File: config.mk
export PLATFORM = sky130hd
export DESIGN_NAME = dlk_session
export DESIGN_NICKNAME = d
export VERILOG_FILES = /design/src/verilog/dlk_pkg.sv /design/src/verilog/dlk_key_shift.sv /design/src/verilog/dlk_session.sv
export SDC_FILE = /design/constraint.sdc
export NUM_CORES = 1
export LEC_CHECK = 0
export BUFFER_PORTS_ARGS = -buffer_cell sky130_fd_sc_hd__buf_2
export CAP_MARGIN = 10
export CORE_UTILIZATION = 43
export CTS_BUF_LIST = sky130_fd_sc_hd__clkbuf_8 sky130_fd_sc_hd__clkbuf_16
export DETAILED_ROUTE_END_ITERATION = 8
export PLACE_DENSITY = 0.76
export RECOVER_POWER = 25
export SLEW_MARGIN = 20
export SYNTH_ARGS = -nofsm -noshare
export SYNTH_HDL_FRONTEND = slang
export SYNTH_SLANG_ARGS = --single-unit
File: constraint.sdc
create_clock -name clk -period 6.8 [get_ports clk]
set_input_delay 0.34 -clock clk [delete_from_list [all_inputs] [get_ports clk]]
set_output_delay 0.34 -clock clk [all_outputs]
set_load 0.01 [all_outputs]
File: src/verilog/dlk_pkg.sv
// Package for the debug link key session block: register map, fields, keys, codes.
// Assumes an 8-bit control-space register port driven by the link access layer.
package dlk_pkg;

  // Register offsets (control space)
  localparam logic [3:0] DLK_REG_REV      = 4'h0;
  localparam logic [3:0] DLK_REG_ERR      = 4'h1;
  localparam logic [3:0] DLK_REG_PHY      = 4'h2;
  localparam logic [3:0] DLK_REG_EN       = 4'h3;
  localparam logic [3:0] DLK_REG_KEY      = 4'h7;
  localparam logic [3:0] DLK_REG_RST      = 4'h8;
  localparam logic [3:0] DLK_REG_CLKDIV   = 4'h9;
  localparam logic [3:0] DLK_REG_SYSCTL   = 4'hA;
  localparam logic [3:0] DLK_REG_SYSSTAT  = 4'hB;
  localparam logic [3:0] DLK_REG_BOOTCHK  = 4'hC;

  // Reset values
  localparam logic [7:0] DLK_REV_VALUE    = 8'h10;
  localparam logic [7:0] DLK_ZERO         = 8'h00;
  localparam logic [1:0] DLK_CLKDIV_RST   = 2'h3;

  // Key status fields
  localparam int DLK_KEY_ROW_BIT   = 5;
  localparam int DLK_KEY_PROG_BIT  = 4;
  localparam int DLK_KEY_ERASE_BIT = 3;

  // Enable control fields
  localparam int DLK_EN_DISABLE_BIT = 2;

  // System control fields
  localparam int DLK_SYS_DONE_BIT  = 1;
  localparam int DLK_SYS_CREQ_BIT  = 0;

  // System status fields
  localparam int DLK_ST_FAIL_BIT   = 6;
  localparam int DLK_ST_RST_BIT    = 5;
  localparam int DLK_ST_SLEEP_BIT  = 4;
  localparam int DLK_ST_PROG_BIT   = 3;
  localparam int DLK_ST_ROW_BIT    = 2;
  localparam int DLK_ST_BOOT_BIT   = 1;
  localparam int DLK_ST_LOCK_BIT   = 0;

  // Reset request codes
  localparam logic [7:0] DLK_RST_ASSERT  = 8'h59;
  localparam logic [7:0] DLK_RST_RELEASE = 8'h00;

  // Session keys, shifted in least significant byte first
  localparam logic [63:0] DLK_KEY_ERASE = 64'h4E564D4572617365;
  localparam logic [63:0] DLK_KEY_PROG  = 64'h4E564D50726F6720;
  localparam logic [63:0] DLK_KEY_ROW   = 64'h4E564D5573267465;

  // User row buffer window
  localparam logic [15:0] DLK_ROW_BYTES = 16'h0020;

  // Session sequencer states
  typedef enum logic [2:0] {
    DLK_IDLE      = 3'b000,
    DLK_IN_RESET  = 3'b001,
    DLK_ERASING   = 3'b010,
    DLK_PROG_OPEN = 3'b011,
    DLK_ROW_FILL  = 3'b100,
    DLK_ROW_BURN  = 3'b101
  } dlk_state_t;

endpackage

File: src/verilog/dlk_key_shift.sv
// Key shifter: collects 64-bit key bytes, LSB first, and matches against the session keys.
// Assumes one strobe per key byte and a start strobe before the first byte.
`timescale 1ns/1ps
module dlk_key_shift
  import dlk_pkg::*;
(
  input  wire logic       clk,
  input  wire logic       sys_rst,
  input  wire logic       clear,
  input  wire logic       key_start,
  input  wire logic       key_byte_vld,
  input  wire logic [7:0] key_byte,
  output logic            hit_erase,
  output logic            hit_prog,
  output logic            hit_row
);

  logic [63:0] shift_ff;
  logic [63:0] nxt_shift;
  logic [3:0]  cnt_ff;
  logic [3:0]  nxt_cnt;
  logic        done_ff;
  logic        nxt_done;

  always_comb begin
    nxt_shift = shift_ff;
    nxt_cnt   = cnt_ff;
    nxt_done  = 1'b0;
    if (clear || key_start) begin
      nxt_cnt = 4'h0;
    end else if (key_byte_vld) begin
      // First byte ends up lowest after eight shifts
      nxt_shift = {key_byte, shift_ff[63:8]};
      nxt_cnt   = cnt_ff + 4'h1;
      nxt_done  = (cnt_ff == 4'h7);
    end
  end

  always_ff @(posedge clk or posedge sys_rst) begin
    if (sys_rst) begin
      shift_ff <= 64'h0;
      cnt_ff   <= 4'h0;
      done_ff  <= 1'b0;
    end else begin
      shift_ff <= nxt_shift;
      cnt_ff   <= nxt_cnt;
      done_ff  <= nxt_done;
    end
  end

  // One-cycle match pulses after the eighth byte
  assign hit_erase = done_ff && (shift_ff == DLK_KEY_ERASE);
  assign hit_prog  = done_ff && (shift_ff == DLK_KEY_PROG);
  assign hit_row   = done_ff && (shift_ff == DLK_KEY_ROW);

endmodule // dlk_key_shift

File: src/verilog/dlk_session.sv
// Debug link access-layer session control: keys, reset request, lock, erase, row buffer.
// Assumes control-space accesses arrive as single-cycle strobes from the link layer,
// and that the nonvolatile controller answers erase and row programming with done pulses.
//
// Overview of operation
// - After reset request, writing zero releases the system reset.
// - Erase outcome shows in erase-failed bit; zero means success.
// - Successful erase clears lock; locked link refuses system bus access except row-mode buffer writes.
// - Brown-out detector forced active during erase.
// - Row mode accepts RAM writes to first 32 bytes only.
// - Row done starts programming; device clears row start when finished.
// - Row mode returns no RAM contents on reads.
// - Every sync rising edge gives a level event; cannot be disabled.
// - Link stays reachable in sleep; bus unreachable when clock stops.
// - In-sleep status bit shows system domain sleeping only while clock request is clear.
// - Clock request keeps clock in sleep, allows bus; defaults one.
// - Keys are 64-bit values sent least significant byte first.
// - Code 0x59 asserts system reset; 0x00 clears it; others reserved.
// - Requested system reset does not reset the link logic.
// - Key status bits set on decode; program key clears on start.
`timescale 1ns/1ps
module dlk_session
  import dlk_pkg::*;
(
  input  wire logic        clk,
  input  wire logic        sys_rst,
  // Control-space register port
  input  wire logic        cs_wr,
  input  wire logic        cs_rd,
  input  wire logic [3:0]  cs_addr,
  input  wire logic [7:0]  cs_wdata,
  output logic [7:0]       cs_rdata,
  // Key instruction bytes
  input  wire logic        key_start,
  input  wire logic        key_byte_vld,
  input  wire logic [7:0]  key_byte,
  // Link layer status
  input  wire logic        sync_edge,
  input  wire logic [2:0]  link_err_code,
  input  wire logic        link_err_set,
  // System bus requests from the link
  input  wire logic        bus_req,
  input  wire logic        bus_we,
  input  wire logic [15:0] bus_addr,
  input  wire logic        bus_is_ram,
  output logic             bus_grant,
  output logic             bus_write_ok,
  output logic             bus_read_blank,
  // System side
  input  wire logic        lock_bits_set,
  input  wire logic        system_sleeping,
  input  wire logic        system_clock_on,
  input  wire logic        boot_done,
  input  wire logic [2:0]  boot_check_code,
  input  wire logic        erase_done,
  input  wire logic        erase_fail,
  input  wire logic        row_prog_done,
  output logic             sys_reset_req,
  output logic             erase_start,
  output logic             row_prog_start,
  output logic             brownout_detector_force,
  output logic             system_clock_request,
  output logic             sync_edge_event,
  output logic [7:0]       link_phy_cfg,
  output logic [1:0]       link_clk_sel,
  output logic             link_disable
);

  dlk_state_t  st_ff, nxt_st;
  logic [7:0]  rst_req_ff, nxt_rst_req;
  logic [7:0]  phy_ff, nxt_phy;
  logic [7:0]  en_ff, nxt_en;
  logic [1:0]  clkdiv_ff, nxt_clkdiv;
  logic [2:0]  err_ff, nxt_err;
  logic        k_erase_ff, nxt_k_erase;
  logic        k_prog_ff, nxt_k_prog;
  logic        k_row_ff, nxt_k_row;
  logic        creq_ff, nxt_creq;
  logic        fail_ff, nxt_fail;
  logic        pstart_ff, nxt_pstart;
  logic        rstart_ff, nxt_rstart;
  logic        erase_go_ff, nxt_erase_go;
  logic        row_go_ff, nxt_row_go;
  logic        sync_ff, nxt_sync;
  logic [7:0]  rdata_ff, nxt_rdata;
  logic        hit_erase, hit_prog, hit_row;
  logic        link_clear;
  logic        rst_active;

  function automatic logic wr_to(input logic [3:0] a);
    wr_to = cs_wr && (cs_addr == a);
  endfunction

  // Link disable drops keys and link settings; system reset never reaches here
  assign link_clear = en_ff[DLK_EN_DISABLE_BIT];
  assign rst_active = (rst_req_ff == DLK_RST_ASSERT);

  dlk_key_shift u_keys (
    .clk          (clk),
    .sys_rst      (sys_rst),
    .clear        (link_clear),
    .key_start    (key_start),
    .key_byte_vld (key_byte_vld),
    .key_byte     (key_byte),
    .hit_erase    (hit_erase),
    .hit_prog     (hit_prog),
    .hit_row      (hit_row)
  );

  always_comb begin
    nxt_st       = st_ff;
    nxt_rst_req  = rst_req_ff;
    nxt_phy      = phy_ff;
    nxt_en       = en_ff;
    nxt_clkdiv   = clkdiv_ff;
    nxt_err      = err_ff;
    nxt_k_erase  = k_erase_ff;
    nxt_k_prog   = k_prog_ff;
    nxt_k_row    = k_row_ff;
    nxt_creq     = creq_ff;
    nxt_fail     = fail_ff;
    nxt_pstart   = pstart_ff;
    nxt_rstart   = rstart_ff;
    nxt_erase_go = 1'b0;
    nxt_row_go   = 1'b0;
    nxt_sync     = sync_edge;

    // Register writes; reserved reset codes are ignored
    if (wr_to(DLK_REG_RST) && (cs_wdata == DLK_RST_ASSERT ||
        cs_wdata == DLK_RST_RELEASE)) begin
      nxt_rst_req = cs_wdata;
    end
    if (wr_to(DLK_REG_PHY)) begin
      nxt_phy = cs_wdata;
    end
    if (wr_to(DLK_REG_EN)) begin
      nxt_en = cs_wdata;
    end
    if (wr_to(DLK_REG_CLKDIV)) begin
      nxt_clkdiv = cs_wdata[1:0];
    end
    if (wr_to(DLK_REG_SYSCTL)) begin
      nxt_creq = cs_wdata[DLK_SYS_CREQ_BIT];
    end
    // Error code clears on read, a new error wins
    if (cs_rd && cs_addr == DLK_REG_ERR) begin
      nxt_err = DLK_ZERO[2:0];
    end
    if (link_err_set) begin
      nxt_err = link_err_code;
    end

    // Key decode sets status; set wins over a row-bit key write clear, but session start and link disable clears win
    if (wr_to(DLK_REG_KEY) && cs_wdata[DLK_KEY_ROW_BIT]) begin
      nxt_k_row = 1'b0;
    end
    if (hit_erase) begin
      nxt_k_erase = 1'b1;
    end
    if (hit_prog) begin
      nxt_k_prog = 1'b1;
    end
    if (hit_row) begin
      nxt_k_row = 1'b1;
    end

    unique case (st_ff)
      DLK_IDLE: begin
        if (rst_active) begin
          nxt_st = DLK_IN_RESET;
        end
      end
      DLK_IN_RESET: begin
        // Session picked on reset release
        if (!rst_active) begin
          if (k_erase_ff) begin
            nxt_st       = DLK_ERASING;
            nxt_erase_go = 1'b1;
            nxt_k_erase  = 1'b0;
            nxt_fail     = 1'b0;
          end else if (k_prog_ff && !lock_bits_set) begin
            nxt_st     = DLK_PROG_OPEN;
            nxt_pstart = 1'b1;
            nxt_k_prog = 1'b0;
          end else if (k_row_ff) begin
            nxt_st     = DLK_ROW_FILL;
            nxt_rstart = 1'b1;
          end else begin
            nxt_st     = DLK_IDLE;
            nxt_pstart = 1'b0;
            nxt_rstart = 1'b0;
          end
        end
      end
      DLK_ERASING: begin
        if (erase_done) begin
          nxt_fail = erase_fail;
          nxt_st   = DLK_IDLE;
        end
      end
      DLK_PROG_OPEN, DLK_ROW_FILL: begin
        // Asserting reset closes the session
        if (rst_active) begin
          nxt_st = DLK_IN_RESET;
        end else if (st_ff == DLK_ROW_FILL && k_row_ff &&
                     wr_to(DLK_REG_SYSCTL) && cs_wdata[DLK_SYS_DONE_BIT]) begin
          nxt_st     = DLK_ROW_BURN;
          nxt_row_go = 1'b1;
        end
      end
      DLK_ROW_BURN: begin
        if (row_prog_done) begin
          nxt_rstart = 1'b0;
          nxt_st     = DLK_IDLE;
        end
      end
      default: nxt_st = DLK_IDLE;
    endcase

    // Link disable resets keys and link settings
    if (link_clear) begin
      nxt_k_erase = 1'b0;
      nxt_k_prog  = 1'b0;
      nxt_k_row   = 1'b0;
      nxt_phy     = DLK_ZERO;
      nxt_creq    = 1'b0;
      nxt_clkdiv  = DLK_CLKDIV_RST;
      if (wr_to(DLK_REG_EN)) begin
        nxt_en = cs_wdata;
      end
    end
  end

  always_comb begin
    nxt_rdata = DLK_ZERO;
    unique case (cs_addr)
      DLK_REG_REV:     nxt_rdata = DLK_REV_VALUE;
      DLK_REG_ERR:     nxt_rdata = {5'h00, err_ff};
      DLK_REG_PHY:     nxt_rdata = phy_ff;
      DLK_REG_EN:      nxt_rdata = en_ff;
      DLK_REG_KEY: begin
        nxt_rdata[DLK_KEY_ROW_BIT]   = k_row_ff;
        nxt_rdata[DLK_KEY_PROG_BIT]  = k_prog_ff;
        nxt_rdata[DLK_KEY_ERASE_BIT] = k_erase_ff;
      end
      DLK_REG_RST:     nxt_rdata = rst_req_ff;
      DLK_REG_CLKDIV:  nxt_rdata = {6'h00, clkdiv_ff};
      DLK_REG_SYSCTL:  nxt_rdata[DLK_SYS_CREQ_BIT] = creq_ff;
      DLK_REG_SYSSTAT: begin
        nxt_rdata[DLK_ST_FAIL_BIT]  = fail_ff;
        nxt_rdata[DLK_ST_RST_BIT]   = rst_active;
        nxt_rdata[DLK_ST_SLEEP_BIT] = system_sleeping && !creq_ff;
        nxt_rdata[DLK_ST_PROG_BIT]  = pstart_ff;
        nxt_rdata[DLK_ST_ROW_BIT]   = rstart_ff;
        nxt_rdata[DLK_ST_BOOT_BIT]  = boot_done;
        nxt_rdata[DLK_ST_LOCK_BIT]  = lock_bits_set;
      end
      DLK_REG_BOOTCHK: nxt_rdata = {5'h00, boot_check_code};
      default:         nxt_rdata = DLK_ZERO;
    endcase
  end

  always_ff @(posedge clk or posedge sys_rst) begin
    if (sys_rst) begin
      st_ff       <= DLK_IDLE;
      rst_req_ff  <= DLK_RST_RELEASE;
      phy_ff      <= DLK_ZERO;
      en_ff       <= DLK_ZERO;
      clkdiv_ff   <= DLK_CLKDIV_RST;
      err_ff      <= 3'h0;
      k_erase_ff  <= 1'b0;
      k_prog_ff   <= 1'b0;
      k_row_ff    <= 1'b0;
      creq_ff     <= 1'b1;
      fail_ff     <= 1'b0;
      pstart_ff   <= 1'b0;
      rstart_ff   <= 1'b0;
      erase_go_ff <= 1'b0;
      row_go_ff   <= 1'b0;
      sync_ff     <= 1'b0;
      rdata_ff    <= DLK_ZERO;
    end else begin
      st_ff       <= nxt_st;
      rst_req_ff  <= nxt_rst_req;
      phy_ff      <= nxt_phy;
      en_ff       <= nxt_en;
      clkdiv_ff   <= nxt_clkdiv;
      err_ff      <= nxt_err;
      k_erase_ff  <= nxt_k_erase;
      k_prog_ff   <= nxt_k_prog;
      k_row_ff    <= nxt_k_row;
      creq_ff     <= nxt_creq;
      fail_ff     <= nxt_fail;
      pstart_ff   <= nxt_pstart;
      rstart_ff   <= nxt_rstart;
      erase_go_ff <= nxt_erase_go;
      row_go_ff   <= nxt_row_go;
      sync_ff     <= nxt_sync;
      rdata_ff    <= nxt_rdata;
    end
  end

  // Outputs
  assign cs_rdata                = rdata_ff;
  assign sys_reset_req           = rst_active;
  assign erase_start             = erase_go_ff;
  assign row_prog_start          = row_go_ff;
  assign brownout_detector_force = (st_ff == DLK_ERASING);
  assign system_clock_request    = creq_ff && !link_clear;
  assign sync_edge_event         = sync_ff;
  assign link_phy_cfg            = phy_ff;
  assign link_clk_sel            = clkdiv_ff;
  assign link_disable            = link_clear;

  // Bus needs clock and unlocked part; row mode RAM accesses only see the buffer window
  always_comb begin
    bus_grant      = bus_req && !lock_bits_set && (system_clock_on || system_clock_request);
    bus_write_ok   = 1'b0;
    bus_read_blank = 1'b0;
    if (st_ff == DLK_ROW_FILL && bus_req && bus_is_ram) begin
      bus_write_ok   = bus_we && (bus_addr < DLK_ROW_BYTES);
      bus_read_blank = !bus_we;
    end else begin
      bus_write_ok = bus_grant && bus_we;
    end
  end

endmodule // dlk_session

==> impl_metrics.tcl <==
set metrics [dict create \
    cts_resized 0 \
    grt_pass1_vias 3985 \
    routed_wl_um 11500 \
    hold_viol_final 0 \
    min_path_cells 1 \
    place_congestion 0.809 \
    fin_cells 704 \
    path_max_fanout 25 \
    area_growth_pct 21.6 \
    yosys.area.top_type "dfrtp_1" \
    final_common_cell "dfrtp_1" \
    ys_seq_elements 119 \
    pin_count 88 \
    portBuffers 82 \
    syn-num-nets 500 \
    final_cell_mix "dfrtp_1 (116), buf_2 (77), mux2_2 (76)" \
    nNetsFinal 586 \
    die_area_um2 12900 \
    grtUsageTotal_pct 19.5 \
    worstSetupPathType "reg -> out" \
    powerDensity_nw_per_um2 370 \
    crit_slowest_cell "clkbuf_1" \
    postCtsSetupBuffers 0 \
    ff2ff_setup_slack_ns 4.38 \
    finalCritPeriodShare_pct 38.9 \
    cts.sink_count 119 \
    worst_pin_slew_ns 2.22 \
    outcome "finished with violations" \
    dpl.cell_count 674 \
    cp_slowest_stage_delay_ns 0.87 \
    rsz0062_at_grt "false" \
    endpoint_kind "output pin" \
    yosysWarnings 0 \
    cts_max_level 4 \
    ys_seq_area_share_pct 55.7 \
    fin_skew_ns 0.00673 \
    viasPerCell 5.44 \
    maxCapViolations 1 \
    ir_worst_vdd_mv 0.243 \
    synth_cells 439 \
    crit_chain "clkbuf_1 > nor2b_1 > nor2_1 > nor3b_1 > a21oi_1 > nor2b_1 > buf_2" \
    r2r.worst_path.cells 4 \
    clk_latency_ns 0.41 \
    cts_buffers 17 \
    grt-ovfl-total 0 \
    rows 40 \
    antenna_found_initial 0 \
    start_util_pct 44.4 \
    relSlewSlack_pct -49.0 \
    hold_buffers 0 \
    clkSlewWorstSetupHoldPaths_ns 0.05 \
    synth_area_um2 5350 \
    drt_pass1_iterations 4 \
    r2r_end "u_keys.shift_ff[20]" \
    cts_tree "done" \
    async_reset_ff_share_pct 100 \
    cp.arrival_ns 2.30 \
    dp_hpwl_um 7990 \
    violations "capacitance limit, slew limit" \
    min_from "sync_edge" \
    finalMaxSlewViolations 52 \
    hold_end "sync_edge_event" \
    grt_max_degree 70 \
    drt_iter0_drc 217 \
    ant_nets 0 \
    synthFlopType "dfrtp_1" \
    postSynthAreaPerCell_um2 12.2 \
    synth_top_area_share_pct 54.2 \
    setup_viol 0 \
    crit_required_ns 6.46 \
    finalCriticalPeriod_ns 2.64 \
    start_kind "flip-flop" \
    hp-class "in -> reg" \
    synthTopCellsByArea "dfrtp_1 (54%), mux2_2 (16%), nand2_1 (2.3%), mux2i_1 (2.1%), nand3_1 (1.9%)" \
    vias 3827 \
    setup_tns_ns 0 \
    drc 0 \
    p_leak_nw 2.92 \
    core_area_um2 12100 \
    num_antenna_cells 0 \
    grt_pass1_wl_um 19400 \
    layout-drive-gt1-share_pct 36.8 \
    cpMostUsedCell "nor2b_1" \
    cts_root_buf "clkbuf_16" \
    post_synth_num_cell_types 57 \
    synth-edff-count 0 \
    cts_buffer_depth 2 \
    die_w_um 114 \
    post_drt_wl_per_cell_um 16.4 \
    dieHeight_um 114 \
    max_freq_ghz 0.378 \
]
power by group:
group          switching, mW  total [mW]  internal, mW
sequential             0.176        1.09         0.916
clock                  0.293       0.926         0.633
combinational          0.163       0.394         0.231
total                  0.632        2.41          1.78
routing by layer:
metal | up-vias | share of wire, % | track usage (%) | routed length (um)
li1 | 1792 | - | - | -
met1 | 1899 | 42 | 23.0 | 4870
met2 | 110 | 50 | 32.4 | 5810
met3 | 26 | 4.9 | 5.69 | 560
met4 | 0 | 2.4 | 9.91 | 276
met5 | - | 0 | 0 | 0
metrics by stage:
| step | instance area [um2] | hold WS, ns | utilization (%) | setup WS [ns] | power, mW |
|---|---|---|---|---|---|
| after floorplan | 5350 | 0.371 | - | 3.31 | 1.35 |
| after global placement | 5910 | 0.448 | 49.0 | 4.71 | 1.46 |
| after detailed placement | 5910 | 0.451 | 49.0 | 4.66 | 1.49 |
| after CTS | 6530 | 0.0154 | 54.2 | 4.53 | 2.44 |
| after global routing | 6510 | 0.0184 | 54.0 | 3.93 | 2.53 |
| final | 6510 | 0.0347 | 54.0 | 4.16 | 2.41 |
cell type report:
class	instances	area, um2
clock buffers	20	467
clock inverters	10	153
fillers	999	5550
inverters	10	38.8
multi-input cells	291	2240
flip-flops and latches	119	2980
well taps	168	210
repair buffers	86	427
worst max path at each step:
stage               cells past startpoint             to  slack (ns)        from
floorplan                               1      async pin        3.31     sys_rst
CTS                                     7   bus_write_ok        4.53   flip-flop
finish                                  7   bus_write_ok        4.16   flip-flop
detailed placement                      5  rst_req_ff[6]        4.66  cs_addr[3]
global route                            7   bus_write_ok        3.93   flip-flop
global placement                        5  rst_req_ff[4]        4.71  cs_addr[3]
worst max-delay path: cells and delay by family (launching register included):
kind | cells | cell delay [ns]
buf+inv | 2 | 1.01
flops | 1 | 0.31
compound gates | 1 | 0.12
simple gates | 4 | 0.44
sequential cells by signal, summed over array words and instances (netlist names), 2 cells and up, named ones only:
signal           count
u_keys.cnt_ff        4
err_ff               3
cs_rdata             8
st_ff                3
link_phy_cfg         8
rst_req_ff           8
u_keys.shift_ff     64
link_clk_sel         2
logic make-up after synthesis:
logic type / count (synthesis) / share of synthesized area, %
simple gates: 149 / 16.5
compound gates: 49 / 5.96
flops: 119 / 55.7
mux: 88 / 18.5
buf+inv: 29 / 2.55
fa+ha+maj: 1 / 0.234
xor+xnor: 4 / 0.654
synth_stat cells (9+ instances only):
library cell / number
nor2_1: 14
nor3_1: 11
nand2_1: 33
nand3_1: 20
a21oi_1: 16
mux2_2: 76
mux2i_1: 11
buf_2: 10
dfrtp_1: 116
inv_1: 9
nor4_1: 9
o21ai_0: 10
(Power assumes the default switching activity.)
